### config.mk
export PLATFORM = sky130hd
export DESIGN_NAME = rirq_top
export DESIGN_NICKNAME = d
export VERILOG_FILES = /design/src/inc/rirq_pkg.sv /design/src/inc/rirq_bank_if.sv /design/src/rirq_flag_bank.sv /design/src/rirq_top.sv
export VERILOG_INCLUDE_DIRS = /design/src /design/src/inc
export SDC_FILE = /design/constraint.sdc
export NUM_CORES = 1
export LEC_CHECK = 0
export ABC_AREA = 1
export BUFFER_PORTS_ARGS = -buffer_cell sky130_fd_sc_hd__buf_2
export CORE_ASPECT_RATIO = 0.5
export CORE_MARGIN = 2
export CORE_UTILIZATION = 45
export DETAILED_ROUTE_END_ITERATION = 10
export GPL_ROUTABILITY_DRIVEN = 0
export PLACE_DENSITY = 0.74
export SKIP_LAST_GASP = 1
export SYNTH_ARGS = -nofsm -noshare
export SYNTH_HDL_FRONTEND = slang
export SYNTH_SLANG_ARGS = --single-unit
export TNS_END_PERCENT = 5
### constraint.sdc
create_clock -name clk_in -period 2.34 [get_ports clk_in]
set_clock_uncertainty 0.1 [all_clocks]
set_input_delay 0 -clock clk_in [delete_from_list [all_inputs] [get_ports clk_in]]
set_output_delay 0 -clock clk_in [all_outputs]
set_load 0.02 [all_outputs]
### src/inc/rirq_defs.svh
// Operation
// - Writes to second flag register set or clear bits 5..0 per written bit 7.
// - Any-enabled-event flag, second flag register bit 6, follows any enabled active flag.
// - Card detection finding a card sets second flag register bit 5.
// - Timer n underflow sets second flag register bit n, n from 0 to 4.
// - First enable bits 6..0 pass or block first-bank flags toward the global flag.
// - First enable bit 7 inverts the interrupt pin level.
// - Second enable bits 5..0 pass or block card and timer flags.
// - Interrupt pin follows the global flag only while second enable bit 6 is set.
// - Second enable bit 7 selects push-pull, otherwise open-drain pin drive.
// - Eight-bit hardware-updated error status register at address 0x0a.
// - First flag register bits 6..0 use the same set/clear write mechanism.
// - Newly set write-busy, overrun, protocol, empty or integrity error sets first-bank bit 1.
`ifndef RIRQ_DEFS_SVH
`define RIRQ_DEFS_SVH
`define RIRQ_ADDR_FLAGS0 8'h06
`define RIRQ_ADDR_FLAGS1 8'h07
`define RIRQ_ADDR_EN0 8'h08
`define RIRQ_ADDR_EN1 8'h09
`define RIRQ_ADDR_ERR 8'h0a
`define RIRQ_B0_W 7
`define RIRQ_B1_W 6
`define RIRQ_TIMERS 5
`define RIRQ_SET_BIT 7
`define RIRQ_GLOBAL_BIT 6
`define RIRQ_CARD_BIT 5
`define RIRQ_INV_BIT 7
`define RIRQ_PIN_GATE_BIT 6
`define RIRQ_DRIVE_BIT 7
`define RIRQ_ERR_EVT_BIT 1
`define RIRQ_ERR_EVT_MASK 8'h6b
`define RIRQ_RST_BYTE 8'h00
`endif

### src/inc/rirq_pkg.sv
`include "rirq_defs.svh"
package rirq_pkg;
   typedef logic [7:0] rirq_byte_t;
   typedef logic [`RIRQ_B0_W-1:0] rirq_bank0_t;
   typedef logic [`RIRQ_B1_W-1:0] rirq_bank1_t;
   typedef logic [`RIRQ_TIMERS-1:0] rirq_timer_t;
endpackage

### src/inc/rirq_bank_if.sv
`timescale 1ns/1ps
interface rirq_bank_if #(parameter int W = 7);
   logic wr;
   logic set_mode;
   logic [W-1:0] sel;
   logic [W-1:0] evt;
   logic [W-1:0] flags;
   modport bank (input wr, input set_mode, input sel, input evt, output flags);
   modport ctl (output wr, output set_mode, output sel, output evt, input flags);
endinterface

### src/rirq_flag_bank.sv
`timescale 1ns/1ps
module rirq_flag_bank #(parameter int W = 7) (
   input wire logic clk_in,
   input wire logic rst_in,
   rirq_bank_if.bank bus
);
   logic [W-1:0] flags;
   logic [W-1:0] next_flags;

   // Hardware events win over a software clear in the same cycle
   for (genvar i = 0; i < W; i++) begin : g_bit
      assign next_flags[i] = bus.evt[i]
         | (bus.wr & bus.set_mode & bus.sel[i])
         | (flags[i] & ~(bus.wr & ~bus.set_mode & bus.sel[i]));
   end

   always_ff @(posedge clk_in or posedge rst_in) begin
      if (rst_in) begin
         flags <= '0;
      end else begin
         flags <= next_flags;
      end
   end

   assign bus.flags = flags;
endmodule // rirq_flag_bank

### src/rirq_top.sv
`timescale 1ns/1ps
`include "rirq_defs.svh"
module rirq_top
   import rirq_pkg::*;
(
   input wire logic clk_in,
   input wire logic rst_in,
   input wire logic [7:0] reg_addr_in,
   input wire logic [7:0] reg_wdata_in,
   input wire logic reg_wr_in,
   input wire logic reg_rd_in,
   output logic [7:0] reg_rdata_out,
   input wire logic rx_sof_event_in,
   input wire logic rx_done_event_in,
   input wire logic tx_done_event_in,
   input wire logic idle_event_in,
   input wire logic fill_low_event_in,
   input wire logic fill_high_event_in,
   input wire logic card_presence_event_in,
   input wire logic [4:0] timer_underflow_in,
   input wire logic [7:0] err_set_in,
   input wire logic [7:0] err_clr_in,
   input wire logic irq_pin_in,
   output logic irq_pin_out,
   output logic irq_pin_oe_n_out,
   output logic irq_pin_level_out
);
   rirq_bank_if #(.W(`RIRQ_B0_W)) bank0 ();
   rirq_bank_if #(.W(`RIRQ_B1_W)) bank1 ();

   rirq_byte_t en0;
   rirq_byte_t next_en0;
   rirq_byte_t en1;
   rirq_byte_t next_en1;
   rirq_byte_t err;
   rirq_byte_t next_err;
   logic global_flag;
   rirq_byte_t next_rdata;
   logic pin_meta;
   logic pin_sync;
   logic next_pin;
   logic next_pin_oe_n;
   logic gated_req;
   logic err_event;
   logic wr_flags0;
   logic wr_flags1;
   logic wr_en0;
   logic wr_en1;

   // Address decode of the host register port
   always_comb begin
      wr_flags0 = 1'b0;
      wr_flags1 = 1'b0;
      wr_en0 = 1'b0;
      wr_en1 = 1'b0;
      if (reg_wr_in) begin
         case (reg_addr_in)
            `RIRQ_ADDR_FLAGS0: begin
               wr_flags0 = 1'b1;
            end
            `RIRQ_ADDR_FLAGS1: begin
               wr_flags1 = 1'b1;
            end
            `RIRQ_ADDR_EN0: begin
               wr_en0 = 1'b1;
            end
            `RIRQ_ADDR_EN1: begin
               wr_en1 = 1'b1;
            end
            default: begin
               // Error status and unmapped addresses ignore writes
            end
         endcase
      end
   end

   // Error status: hardware set beats hardware clear
   always_comb begin
      next_err = (err & ~err_clr_in) | err_set_in;
      err_event = |(err_set_in & ~err & `RIRQ_ERR_EVT_MASK);
   end

   always_ff @(posedge clk_in or posedge rst_in) begin
      if (rst_in) begin
         err <= `RIRQ_RST_BYTE;
      end else begin
         err <= next_err;
      end
   end

   // First bank: engine events plus derived error event
   assign bank0.wr = wr_flags0;
   assign bank0.set_mode = reg_wdata_in[`RIRQ_SET_BIT];
   assign bank0.sel = reg_wdata_in[`RIRQ_B0_W-1:0];
   assign bank0.evt = {
      fill_high_event_in,
      fill_low_event_in,
      idle_event_in,
      tx_done_event_in,
      rx_done_event_in,
      err_event,
      rx_sof_event_in
   };

   // Second bank: card detect over five timer underflows
   assign bank1.wr = wr_flags1;
   assign bank1.set_mode = reg_wdata_in[`RIRQ_SET_BIT];
   assign bank1.sel = reg_wdata_in[`RIRQ_B1_W-1:0];
   assign bank1.evt = {
      card_presence_event_in,
      timer_underflow_in
   };

   rirq_flag_bank #(.W(`RIRQ_B0_W)) u_bank0 (
      .clk_in(clk_in),
      .rst_in(rst_in),
      .bus(bank0.bank)
   );

   rirq_flag_bank #(.W(`RIRQ_B1_W)) u_bank1 (
      .clk_in(clk_in),
      .rst_in(rst_in),
      .bus(bank1.bank)
   );

   // Enable registers are plain read/write bytes
   always_comb begin
      next_en0 = en0;
      next_en1 = en1;
      if (wr_en0) begin
         next_en0 = reg_wdata_in;
      end
      if (wr_en1) begin
         next_en1 = reg_wdata_in;
      end
   end

   always_ff @(posedge clk_in or posedge rst_in) begin
      if (rst_in) begin
         en0 <= `RIRQ_RST_BYTE;
         en1 <= `RIRQ_RST_BYTE;
      end else begin
         en0 <= next_en0;
         en1 <= next_en1;
      end
   end

   // Global flag comes from registered state, so a flag read is self-consistent
   always_comb begin
      global_flag =
         (|(bank0.flags & en0[`RIRQ_B0_W-1:0])) |
         (|(bank1.flags & en1[`RIRQ_B1_W-1:0]));
   end

   // Pin drive from registered state only
   always_comb begin
      gated_req = global_flag & en1[`RIRQ_PIN_GATE_BIT];
      next_pin = gated_req ^ en0[`RIRQ_INV_BIT];
      if (en1[`RIRQ_DRIVE_BIT]) begin
         next_pin_oe_n = 1'b0;
      end else begin
         next_pin_oe_n = ~gated_req;
      end
   end

   // Registered so the pad never sees a decode glitch
   always_ff @(posedge clk_in or posedge rst_in) begin
      if (rst_in) begin
         irq_pin_out <= 1'b0;
         irq_pin_oe_n_out <= 1'b1;
      end else begin
         irq_pin_out <= next_pin;
         irq_pin_oe_n_out <= next_pin_oe_n;
      end
   end

   // Read mux; unmapped addresses read as zero
   always_comb begin
      next_rdata = reg_rdata_out;
      if (reg_rd_in) begin
         case (reg_addr_in)
            `RIRQ_ADDR_FLAGS0: begin
               next_rdata = {1'b0, bank0.flags};
            end
            `RIRQ_ADDR_FLAGS1: begin
               next_rdata = {1'b0, global_flag, bank1.flags};
            end
            `RIRQ_ADDR_EN0: begin
               next_rdata = en0;
            end
            `RIRQ_ADDR_EN1: begin
               next_rdata = en1;
            end
            `RIRQ_ADDR_ERR: begin
               next_rdata = err;
            end
            default: begin
               next_rdata = 8'h00;
            end
         endcase
      end
   end

   // Read data holds until the next read strobe
   always_ff @(posedge clk_in or posedge rst_in) begin
      if (rst_in) begin
         reg_rdata_out <= 8'h00;
      end else begin
         reg_rdata_out <= next_rdata;
      end
   end

   // Pad level passes three flops before anything reads it
   always_ff @(posedge clk_in or posedge rst_in) begin
      if (rst_in) begin
         pin_meta <= 1'b0;
         pin_sync <= 1'b0;
         irq_pin_level_out <= 1'b0;
      end else begin
         pin_meta <= irq_pin_in;
         pin_sync <= pin_meta;
         irq_pin_level_out <= pin_sync;
      end
   end
endmodule // rirq_top
==> results.cfg, run 1 <==
[sta]
worst_pin_slew_ps = 484
max_freq_mhz = 464
min_period_ps = 2150
layout_setup_ws_ps = 187
drv_slew = 0
finalSetupViolations = 0
relSlewSlack = 0.676
rsz0062_at_grt = no
fin_crit_sh = 0.920
fin_tns_setup_ps = 0
finalHoldViolCount = 0
fin_hold_ws_ps = 96.0

[worst_hold_path]
hold_class = in -> reg

[power]
power_density_nw_per_um2 = 531
p_leak_nw = 1.90
ir_worst_vdd_uv = 381

[clock_tree]
cts_root_buf = clkbuf_16
h-tree-depth = 2
clock_latency_ps = 290
clkSinkCount = 50
cts-hold-fix-buffers = 51
numCtsBuffers = 5
cts_buffer_depth = 2
postCtsResizedCells = 0
cts_setup_buffers = 0
clkTransAtPathRegs_ps = 70
cts_tree = done

[floorplanning]
dieHeight_um = 58.4
initial_utilization = 0.476
num_rows = 19
dieArea_um2 = 6580
core_um2 = 5590
num_io_pins = 60
fp.dieW_um = 113

[setup_path]
crit_path_max_fanout = 22
crit_path_start_kind = input pin
required_ps = 2470
cp.arrival_ps = 2280
rrSetupSlack_ps = 760
worst_setup_path_end_kind = flip-flop
crit_type = in -> reg

[synthesis]
yosysSeqAreaShare = 0.471
syn_inst = 338
yosysUniqueCellTypes = 29
yosysWarnings = 0
ys_ff_latch = 50
mappedNetlistArea_um2 = 2660
synth_nets = 387
syn_avg_cell_area_um2 = 7.87

[drt]
firstDrtPassIters = 4
drt_wl_total_mm = 7.01
route.detailed.drc = 0
viasPerCell = 4.89
antenna_left = 0
first_iter_violations = 190
vias = 2554
avgRoutedWirePerCell_um = 13.4

[global_routing]
antenna_found_initial = 0
grt_max_degree = 51
overflow = 0
grt_use_total = 0.233
grt_pass1_vias = 2472
grt_first_pass_wirelength_mm = 11.9

[layout]
syn2layout_area_growth_pct = 37.0
layout-drive-gt1-share = 0.205
diodes = 0
nets = 497

[placed_design]
hpwl_mm = 4.74
portBuffers = 59
post-place-ws_ps = 654

[status]
status = complete, no violations

[flow_run]
maxCapViolations = 0
-- logic make-up (layout without fill, tap and decap cells) --
| logic type | count (synthesis) | after routing | share of synthesized area |
|---|---|---|---|
| DFF | 50 | 50 | 0.471 |
| xor gates and xnor gates | 1 | 1 | 0.00329 |
| AOI/OAI and AO/OA | 56 | 56 | 0.117 |
| and+or+nand+nor | 157 | 157 | 0.288 |
| buffers and inverters | 74 | 185 | 0.121 |
-- stage by stage --
| stage | power (W) | area, um2 | instances | util |
|---|---|---|---|---|
| detailed placement | 0.00118 | 2990 | 463 | 0.536 |
| CTS | 0.00194 | 3650 | 522 | 0.653 |
| floorplan | 0.00109 | 2660 | 338 | - |
| finish | 0.00194 | 3650 | 522 | 0.653 |
| global route | 0.00203 | 3650 | 522 | 0.653 |
| global placement | 0.00118 | 2990 | 463 | 0.536 |
-- final cells by class --
class	instances	area, um2
Timing Repair Buffer	111	826
Inverter	66	249
Clock buffer	6	129
Sequential cell	50	1250
Tap cell	73	91.3
Fill cell	478	1940
Multi-Input combinational cell	214	1090
Clock inverter	2	13.8
-- path summary, 6_finish.rpt --
check                                                 end  cells past startpoint               start
setup / recovery           u_bank1.bus.flags[4]$_DFF_PP0_                     11      reg_addr_in[4]
hold / removal             u_bank1.bus.flags[2]$_DFF_PP0_                      5           reg_wr_in
setup reg to reg           u_bank0.bus.flags[1]$_DFF_PP0_                      6    err[5]$_DFF_PP0_
hold reg to reg                        pin_sync$_DFF_PP0_                      0  pin_meta$_DFF_PP0_
max in group asynchronous      irq_pin_oe_n_out$_DFF_PP1_                      4              rst_in
min in group asynchronous                err[0]$_DFF_PP0_                      4              rst_in
-- flip-flops by register name (all words and copies together) (netlist names) --
register and cells:
pin_meta 1, irq_pin_level_out 1, irq_pin_out 1, err 8, reg_rdata_out 8, irq_pin_oe_n_out 1, u_bank0.bus.flags 7, en1 8
u_bank1.bus.flags 6, en0 8, pin_sync 1
-- cells in the mapped netlist, drive strengths merged --
library cell	count	area, um2
nand2	88	360
inv	65	244
dfrtp	49	1230
o21ai	35	175
nor2	31	181
nand3	29	158
a21oi	13	76.3
buf	7	70.1
nand4	7	43.8
o21bai	6	45.0
and2	1	7.51
clkbuf	1	3.75
clkinv	1	5.00
dfstp	1	26.3
nor3	1	16.3
o21a	1	7.51
o22ai	1	6.26
xor2	1	8.76
-- cells in the final DEF, fill, tap and decap left out, types with 5 or more instances in the layout --
| cell type | n |
|---|---|
| clkbuf_16 | 5 |
| dfrtp_1 | 49 |
| o21ai_0 | 22 |
| a21oi_1 | 10 |
| nand2_1 | 82 |
| dlygate4sd3_1 | 51 |
| buf_2 | 59 |
| inv_1 | 61 |
| nand4_1 | 7 |
| nand3_1 | 28 |
| o21bai_1 | 6 |
| o21ai_1 | 13 |
| nor2_1 | 24 |
-- layer usage --
metal | share of wire | routed length (um) | global-route usage
met4 | 0.012 | 85 | 0.0697
met1 | 0.45 | 3130 | 0.321
met2 | 0.45 | 3190 | 0.376
met5 | 0 | 0 | 0
met3 | 0.086 | 601 | 0.0505
-- worst max-delay path, stage by stage --
cell and delay (ps):
buf_2 100, inv_2 60, nand2_4 60, nor2_8 290
and2_2 380, nand4_1 140, nand2_1 80, dlygate4sd3_1 550
inv_1 40, nand2_1 50, dlygate4sd3_1 530
-- report_power, final --
| group | total (W) | switching [W] | internal [W] |
|---|---|---|---|
| registers | 0.000940 | 0.0000282 | 0.000912 |
| clock network | 0.000710 | 0.000313 | 0.000397 |
| logic | 0.000288 | 0.000155 | 0.000133 |
| total | 0.00194 | 0.000496 | 0.00144 |
Power figures use the tool's default switching activity.
==> run 2: changes to the inputs <==
Settings changed: ABC_AREA 1 to unset, PLACE_DENSITY 0.74 to 0.76.
==> run 2 against run 1 <==
Synthesized area is 12% lower. Clock-buffer cell count up 1. Combinational power down 17%. Via count shrank 17%. Fmax decreased by 1.5%. Worst setup slack worse by 33 ps. Synthesized cell count decreased by 43%. Design area is 9.1% lower. Hold slack worse by 31 ps. Sequential power decreased by 2%. Die area fell by 12%. Critical path type is now reg -> reg. Largest cell class unchanged. Largest power group unchanged. Highest routed layer unchanged.
==> results.cfg, run 2 <==
[status]
status = complete, no violations

[sta]
fin_tns_setup_ps = 0
finalSetupViolations = 0
min_period_ps = 2190
drv_slew = 0
rsz0062_at_grt = no
finalHoldViolCount = 0
max_freq_mhz = 458
worst_pin_slew_ps = 586
fin_crit_sh = 0.934
relSlewSlack = 0.606

[global_routing]
grt_first_pass_wirelength_mm = 10.3
grt_busiest_layer = met2
overflow = 0
grt.met1_usage = 0.299
grt_use_total = 0.237
grt_max_degree = 33
grt_pass1_vias = 2056
use_met2 = 0.409
met3_usage = 0.0574
antenna_found_initial = 0

[synthesis]
syn_inst = 192
synth_largest_area_cell = dfrtp_1
ys_top_cells_by_count = 49 x dfrtp_1, 17 x nand3_1, 15 x mux2_2, 14 x mux2i_1, 14 x nand2b_1
syn_avg_cell_area_um2 = 12.1
synth_nets = 241
ys.flop_type = dfrtp_1
synth_edf_count = 0
async_flop_share = 1.00
yosysMostFrequentCell = dfrtp_1
ys_ff_latch = 50
mappedNetlistArea_um2 = 2330
yosysUniqueCellTypes = 32
yosysSeqAreaShare = 0.537
synth_top_area_share = 0.526
yosysWarnings = 0
synth_area_leaders = dfrtp_1 53%, mux2_2 7.2%, mux2i_1 6.0%

[drt]
antenna_left = 0
route.detailed.drc = 0
avgRoutedWirePerCell_um = 16.5
drt_wl_total_mm = 6.20
firstDrtPassIters = 6
first_iter_violations = 190
viasPerCell = 5.60
vias = 2112

[clock_tree]
clkTransAtPathRegs_ps = 90
clock_latency_ps = 310
cts-hold-fix-buffers = 52
numCtsBuffers = 5
postCtsResizedCells = 0
clkSinkCount = 50
cts_tree = done
cts_setup_buffers = 0
h-tree-depth = 2
cts_root_buf = clkbuf_8
cts_buffer_depth = 2

[worst_hold_path]
min_to = u_bank1.bus.flags[4]$_DFF_PP0_
hp-start = reg_wdata_in[7]
whs_path_depth = 3
hold_class = in -> reg

[floorplanning]
dieHeight_um = 54.9
fp.dieW_um = 106
core_um2 = 4950
dieArea_um2 = 5810
initial_utilization = 0.470
num_rows = 18
num_io_pins = 60

[setup_path]
r2r-end = u_bank0.bus.flags[1]$_DFF_PP0_
crit_path_max_fanout = 2
rr_worst_depth = 5
cp.arrival_ps = 2290
worst_setup_path_end_kind = flip-flop
r2r_start = err[6]$_DFF_PP0_
required_ps = 2440
crit_type = reg -> reg
crit_path_start_kind = flip-flop
rrSetupSlack_ps = 150
crit_path_start = err[6]$_DFF_PP0_

[layout]
multi_input_area_um2 = 993
layout-drive-gt1-share = 0.313
syn2layout_area_growth_pct = 42.2
nets = 355
diodes = 0
seq_area_um2 = 1250
layout_common_cells = 59 x buf_2, 52 x dlygate4sd3_1, 49 x dfrtp_1
final_common_cell = buf_2
n_fill_cell = 377

[power]
ir_worst_vdd_uv = 298
totalPowerFinal_w = 0.00169
p_leak_nw = 1.55
power_density_nw_per_um2 = 508

[placed_design]
hpwl_mm = 4.00
portBuffers = 59

[flow_run]
maxCapViolations = 0
run 2: cell families (layout without fill, tap and decap cells):
kind of cell           Yosys count  count (layout)  share of synthesized area
buffers and inverters           20             135                     0.0365
AO/OA/AOI/OAI                   43              43                      0.142
flip-flops                      50              50                      0.537
AND/OR/NAND/NOR                 48              48                      0.142
multiplexers                    30              30                      0.139
XOR/XNOR                         1               1                    0.00376
run 2: worst max path at each step:
stage	to	slack, ps	cells past startpoint
2_1_floorplan	en1[7]$_DFFE_PP0P_	590	5
3_3_place_gp	en1[7]$_DFFE_PP0P_	390	5
3_5_place_dp	en1[7]$_DFFE_PP0P_	320	5
4_1_cts	u_bank0.bus.flags[1]$_DFF_PP0_	150	5
5_1_grt	u_bank0.bus.flags[1]$_DFF_PP0_	60	5
6_report	u_bank0.bus.flags[1]$_DFF_PP0_	150	5
run 2: layout make-up:
cell class | instances | area share
sequential | 50 | 0.378
multi-input combinational | 122 | 0.300
timing repair buffer | 115 | 0.255
tap | 70 | 0.0264
clock buffer | 7 | 0.0260
inverter | 12 | 0.0136
clock inverter | 1 | 0.00151
run 2: layer usage:
layer  vias up  share of wire
met4         0          0.022
met3        18          0.074
li1        944              -
met5         -              0
met1      1056           0.41
met2        94           0.49
run 2: per-stage QoR:
step	setup slack (ps)	hold WS [ps]	utilization	std cells	cell area [um2]
6_report	154	65.0	0.669	377	3320
3_3_place_gp	391	-98.6	0.546	317	2700
4_1_cts	147	55.9	0.669	377	3320
5_1_grt	58.2	79.8	0.669	377	3320
3_5_place_dp	317	-90.6	0.546	317	2700
2_1_floorplan	593	-68.6	-	192	2330
run 2: power breakdown:
group	internal, W	switching [W]
sequential	0.000900	0.0000246
clock	0.000239	0.000284
combinational	0.000125	0.000113
total	0.00126	0.000421
run 2: critical path, cell delays in order, from the launching register on:
cell and delay (ps):
dfrtp_1 380, inv_1 70, a222oi_1 290, dlygate4sd3_1 590, o2111ai_1 90, dlygate4sd3_1 560
==> run 3: changes to the inputs <==
Settings changed: PLACE_DENSITY 0.76 to 0.75, SYNTH_HIERARCHICAL set to 1.
Clock period 2.34 ns to 2.4 ns, I/O delays scaled along.
==> run 3 against run 2 <==
First-iteration DRC count shrank 46%. Synthesized cell count grew 4.2%. Highest routed layer unchanged. Largest power group unchanged. Via count grew 3.0%. Critical endpoint is now u_bank0/bus.flags[3]$_DFF_PP0_. Critical path type is now in -> reg. Power grew 6.3%. Cell count grew 2.4%. Wire length grew 14%. Largest cell class unchanged. Synthesized area grew 7.1%. Sequential power shrank 2.5%. Sequential share of layout area shrank 1.6 points. Critical path depth grew 3. Combinational power grew 16%.
==> results.cfg, run 3 <==
[sta]
finalHoldViolCount = 0
fin_tns_setup_ps = 0
fin_hold_ws_ps = 17.1
fin_crit_sh = 0.926
relSlewSlack = 0.401
finalSetupViolations = 0
min_period_ps = 2220
rsz0062_at_grt = no
worst_pin_slew_ps = 898
max_freq_mhz = 450
drv_slew = 0

[layout]
nets = 361
layout-drive-gt1-share = 0.319
n_fill_cell = 413
final_common_cell = buf_2
layout_common_cells = 59 x buf_2, 50 x dlygate4sd3_1, 49 x dfrtp_1
diodes = 0
syn2layout_area_growth_pct = 38.7

[setup_path]
r2r_start = u_bank0/bus.flags[4]$_DFF_PP0_
crit_path_start_kind = input pin
crit_type = in -> reg
crit_path_max_fanout = 8
path_cells = buf_2 -> or4_4 -> nor2_1 -> and3_2 -> buf_4 -> a21boi_2 -> a311o_1 -> dlygate4sd3_1
rr_worst_depth = 4
cpPeakStageDelay_ps = 600
cp.arrival_ps = 2320
required_ps = 2500
worst_setup_path_end_kind = flip-flop
r2r-end = reg_rdata_out[6]$_DFFE_PP0P_
rrSetupSlack_ps = 500
cp_slowest_cell = or4_4

[drt]
viasPerCell = 5.63
drt_wl_total_mm = 7.09
avgRoutedWirePerCell_um = 18.4
vias = 2175
first_iter_violations = 102
firstDrtPassIters = 4
antenna_left = 0
route.detailed.drc = 0

[synthesis]
yosysUniqueCellTypes = 46
synth_top_area_share = 0.491
yosysMostFrequentCell = dfrtp_1
ys_ff_latch = 50
async_flop_share = 1.00
yosysSeqAreaShare = 0.502
ys.flop_type = dfrtp_1
syn_inst = 200
ys_top_cells_by_count = 49 x dfrtp_1, 14 x inv_1, 13 x a311o_1, 13 x nor2_1
syn_avg_cell_area_um2 = 12.5
synth_area_leaders = dfrtp_1 49%, a311o_1 5.2%, mux2_4 4.8%
synth_edf_count = 0
synth_largest_area_cell = dfrtp_1
yosysWarnings = 6
mappedNetlistArea_um2 = 2500
synth_nets = 249

[clock_tree]
clkSinkCount = 50
clkTransAtPathRegs_ps = 90
clock_latency_ps = 310
cts_tree = done
cts_buffer_depth = 2
numCtsBuffers = 5
cts_root_buf = clkbuf_8
h-tree-depth = 2
cts_setup_buffers = 0

[worst_hold_path]
hp-start = err_set_in[0]
min_to = u_bank0/bus.flags[1]$_DFF_PP0_
whs_path_depth = 4
hold_class = in -> reg

[floorplanning]
num_rows = 19
dieHeight_um = 56.7
core_um2 = 5420
num_io_pins = 60
dieArea_um2 = 6200
fp.dieW_um = 109
initial_utilization = 0.461

[power]
ir_worst_vdd_uv = 302
p_leak_nw = 1.57
power_density_nw_per_um2 = 518
clockPowerShare = 0.344
sequentialPowerShare = 0.503
switching_share = 0.245
p_comb_frac = 0.153
switchingPower_w = 0.000440
internal_power_w = 0.00135

[global_routing]
overflow = 0
grt_max_degree = 24
grt_use_total = 0.252
antenna_found_initial = 0
grt_first_pass_wirelength_mm = 11.4
grt_pass1_vias = 2265

[status]
status = complete, no violations

[placed_design]
hpwl_mm = 4.48
portBuffers = 59

[flow_run]
maxCapViolations = 0
## run 3: cell families (layout without fill, tap and decap cells)
group	after synthesis	count (layout)	share of synthesized area
DFF	50	50	0.502
AOI/OAI and AO/OA	63	63	0.220
muxes	30	30	0.143
and+or+nand+nor	31	31	0.0757
xor gates and xnor gates	1	1	0.00351
buffers and inverters	25	138	0.0561
## run 3: power by group through the flow
| stage | Combinational [W] | Clock [W] | Sequential [W] |
|---|---|---|---|
| 2_1_floorplan | 0.000109 | 0 | 0.000924 |
| 3_3_place_gp | 0.000210 | 0 | 0.000915 |
| 3_5_place_dp | 0.000215 | 0 | 0.000917 |
| 4_1_cts | 0.000266 | 0.000621 | 0.000900 |
| 5_1_grt | 0.000298 | 0.000657 | 0.000905 |
| 6_report | 0.000275 | 0.000616 | 0.000901 |
## run 3: what timing repair did
action	in CTS	in global routing
resized for setup	0	1
endpoints found under the hold margin	76	0
endpoints found under the setup margin	0	3
hold buffers	50	0
## run 3: how the worst max path moves through the flow
stage	start	end	slack (ps)	cells past startpoint
after floorplan	reg_addr_in[5]	u_bank0/bus.flags[2]$_DFF_PP0_	510	7
after global placement	reg_addr_in[5]	en1[4]$_DFFE_PP0P_	450	5
after detailed placement	reg_addr_in[5]	u_bank0/bus.flags[3]$_DFF_PP0_	370	7
after CTS	reg_addr_in[5]	u_bank0/bus.flags[3]$_DFF_PP0_	140	8
after global routing	reg_addr_in[5]	u_bank0/bus.flags[2]$_DFF_PP0_	90	8
final	reg_addr_in[5]	u_bank0/bus.flags[3]$_DFF_PP0_	180	8
## run 3: layer usage
metal / track usage / vias up / share of wire / wire [um]
met3: 0.0662 / 17 / 0.074 / 522
met2: 0.403 / 84 / 0.47 / 3310
li1: - / 986 / - / -
met1: 0.326 / 1088 / 0.43 / 3050
met4: 0.107 / 0 / 0.028 / 201
met5: 0 / - / 0 / 0
## run 3: critical path: cells and delay by family
family	cells	cell delay [ps]
simple gates	3	1140
buf+inv	3	840
compound gates	2	330
## run 3: cell type report
cell class | count | area (um2) | share of cell area
sequential | 50 | 1250 | 0.362
multi-input combinational | 125 | 1110 | 0.319
timing repair buffer | 115 | 841 | 0.243
tap | 73 | 91.3 | 0.0264
clock buffer | 7 | 86.3 | 0.0249
inverter | 15 | 56.3 | 0.0163
clock inverter | 1 | 30.0 | 0.00867
## run 3: per-stage QoR
stage	cell area (um2)	power (W)	setup slack, ps	utilization	std cells
2_1_floorplan	2500	0.00103	507	-	200
3_3_place_gp	2850	0.00112	448	0.525	328
3_5_place_dp	2850	0.00113	369	0.525	328
4_1_cts	3460	0.00179	141	0.639	386
5_1_grt	3460	0.00186	86.5	0.639	386
6_report	3460	0.00179	178	0.639	386
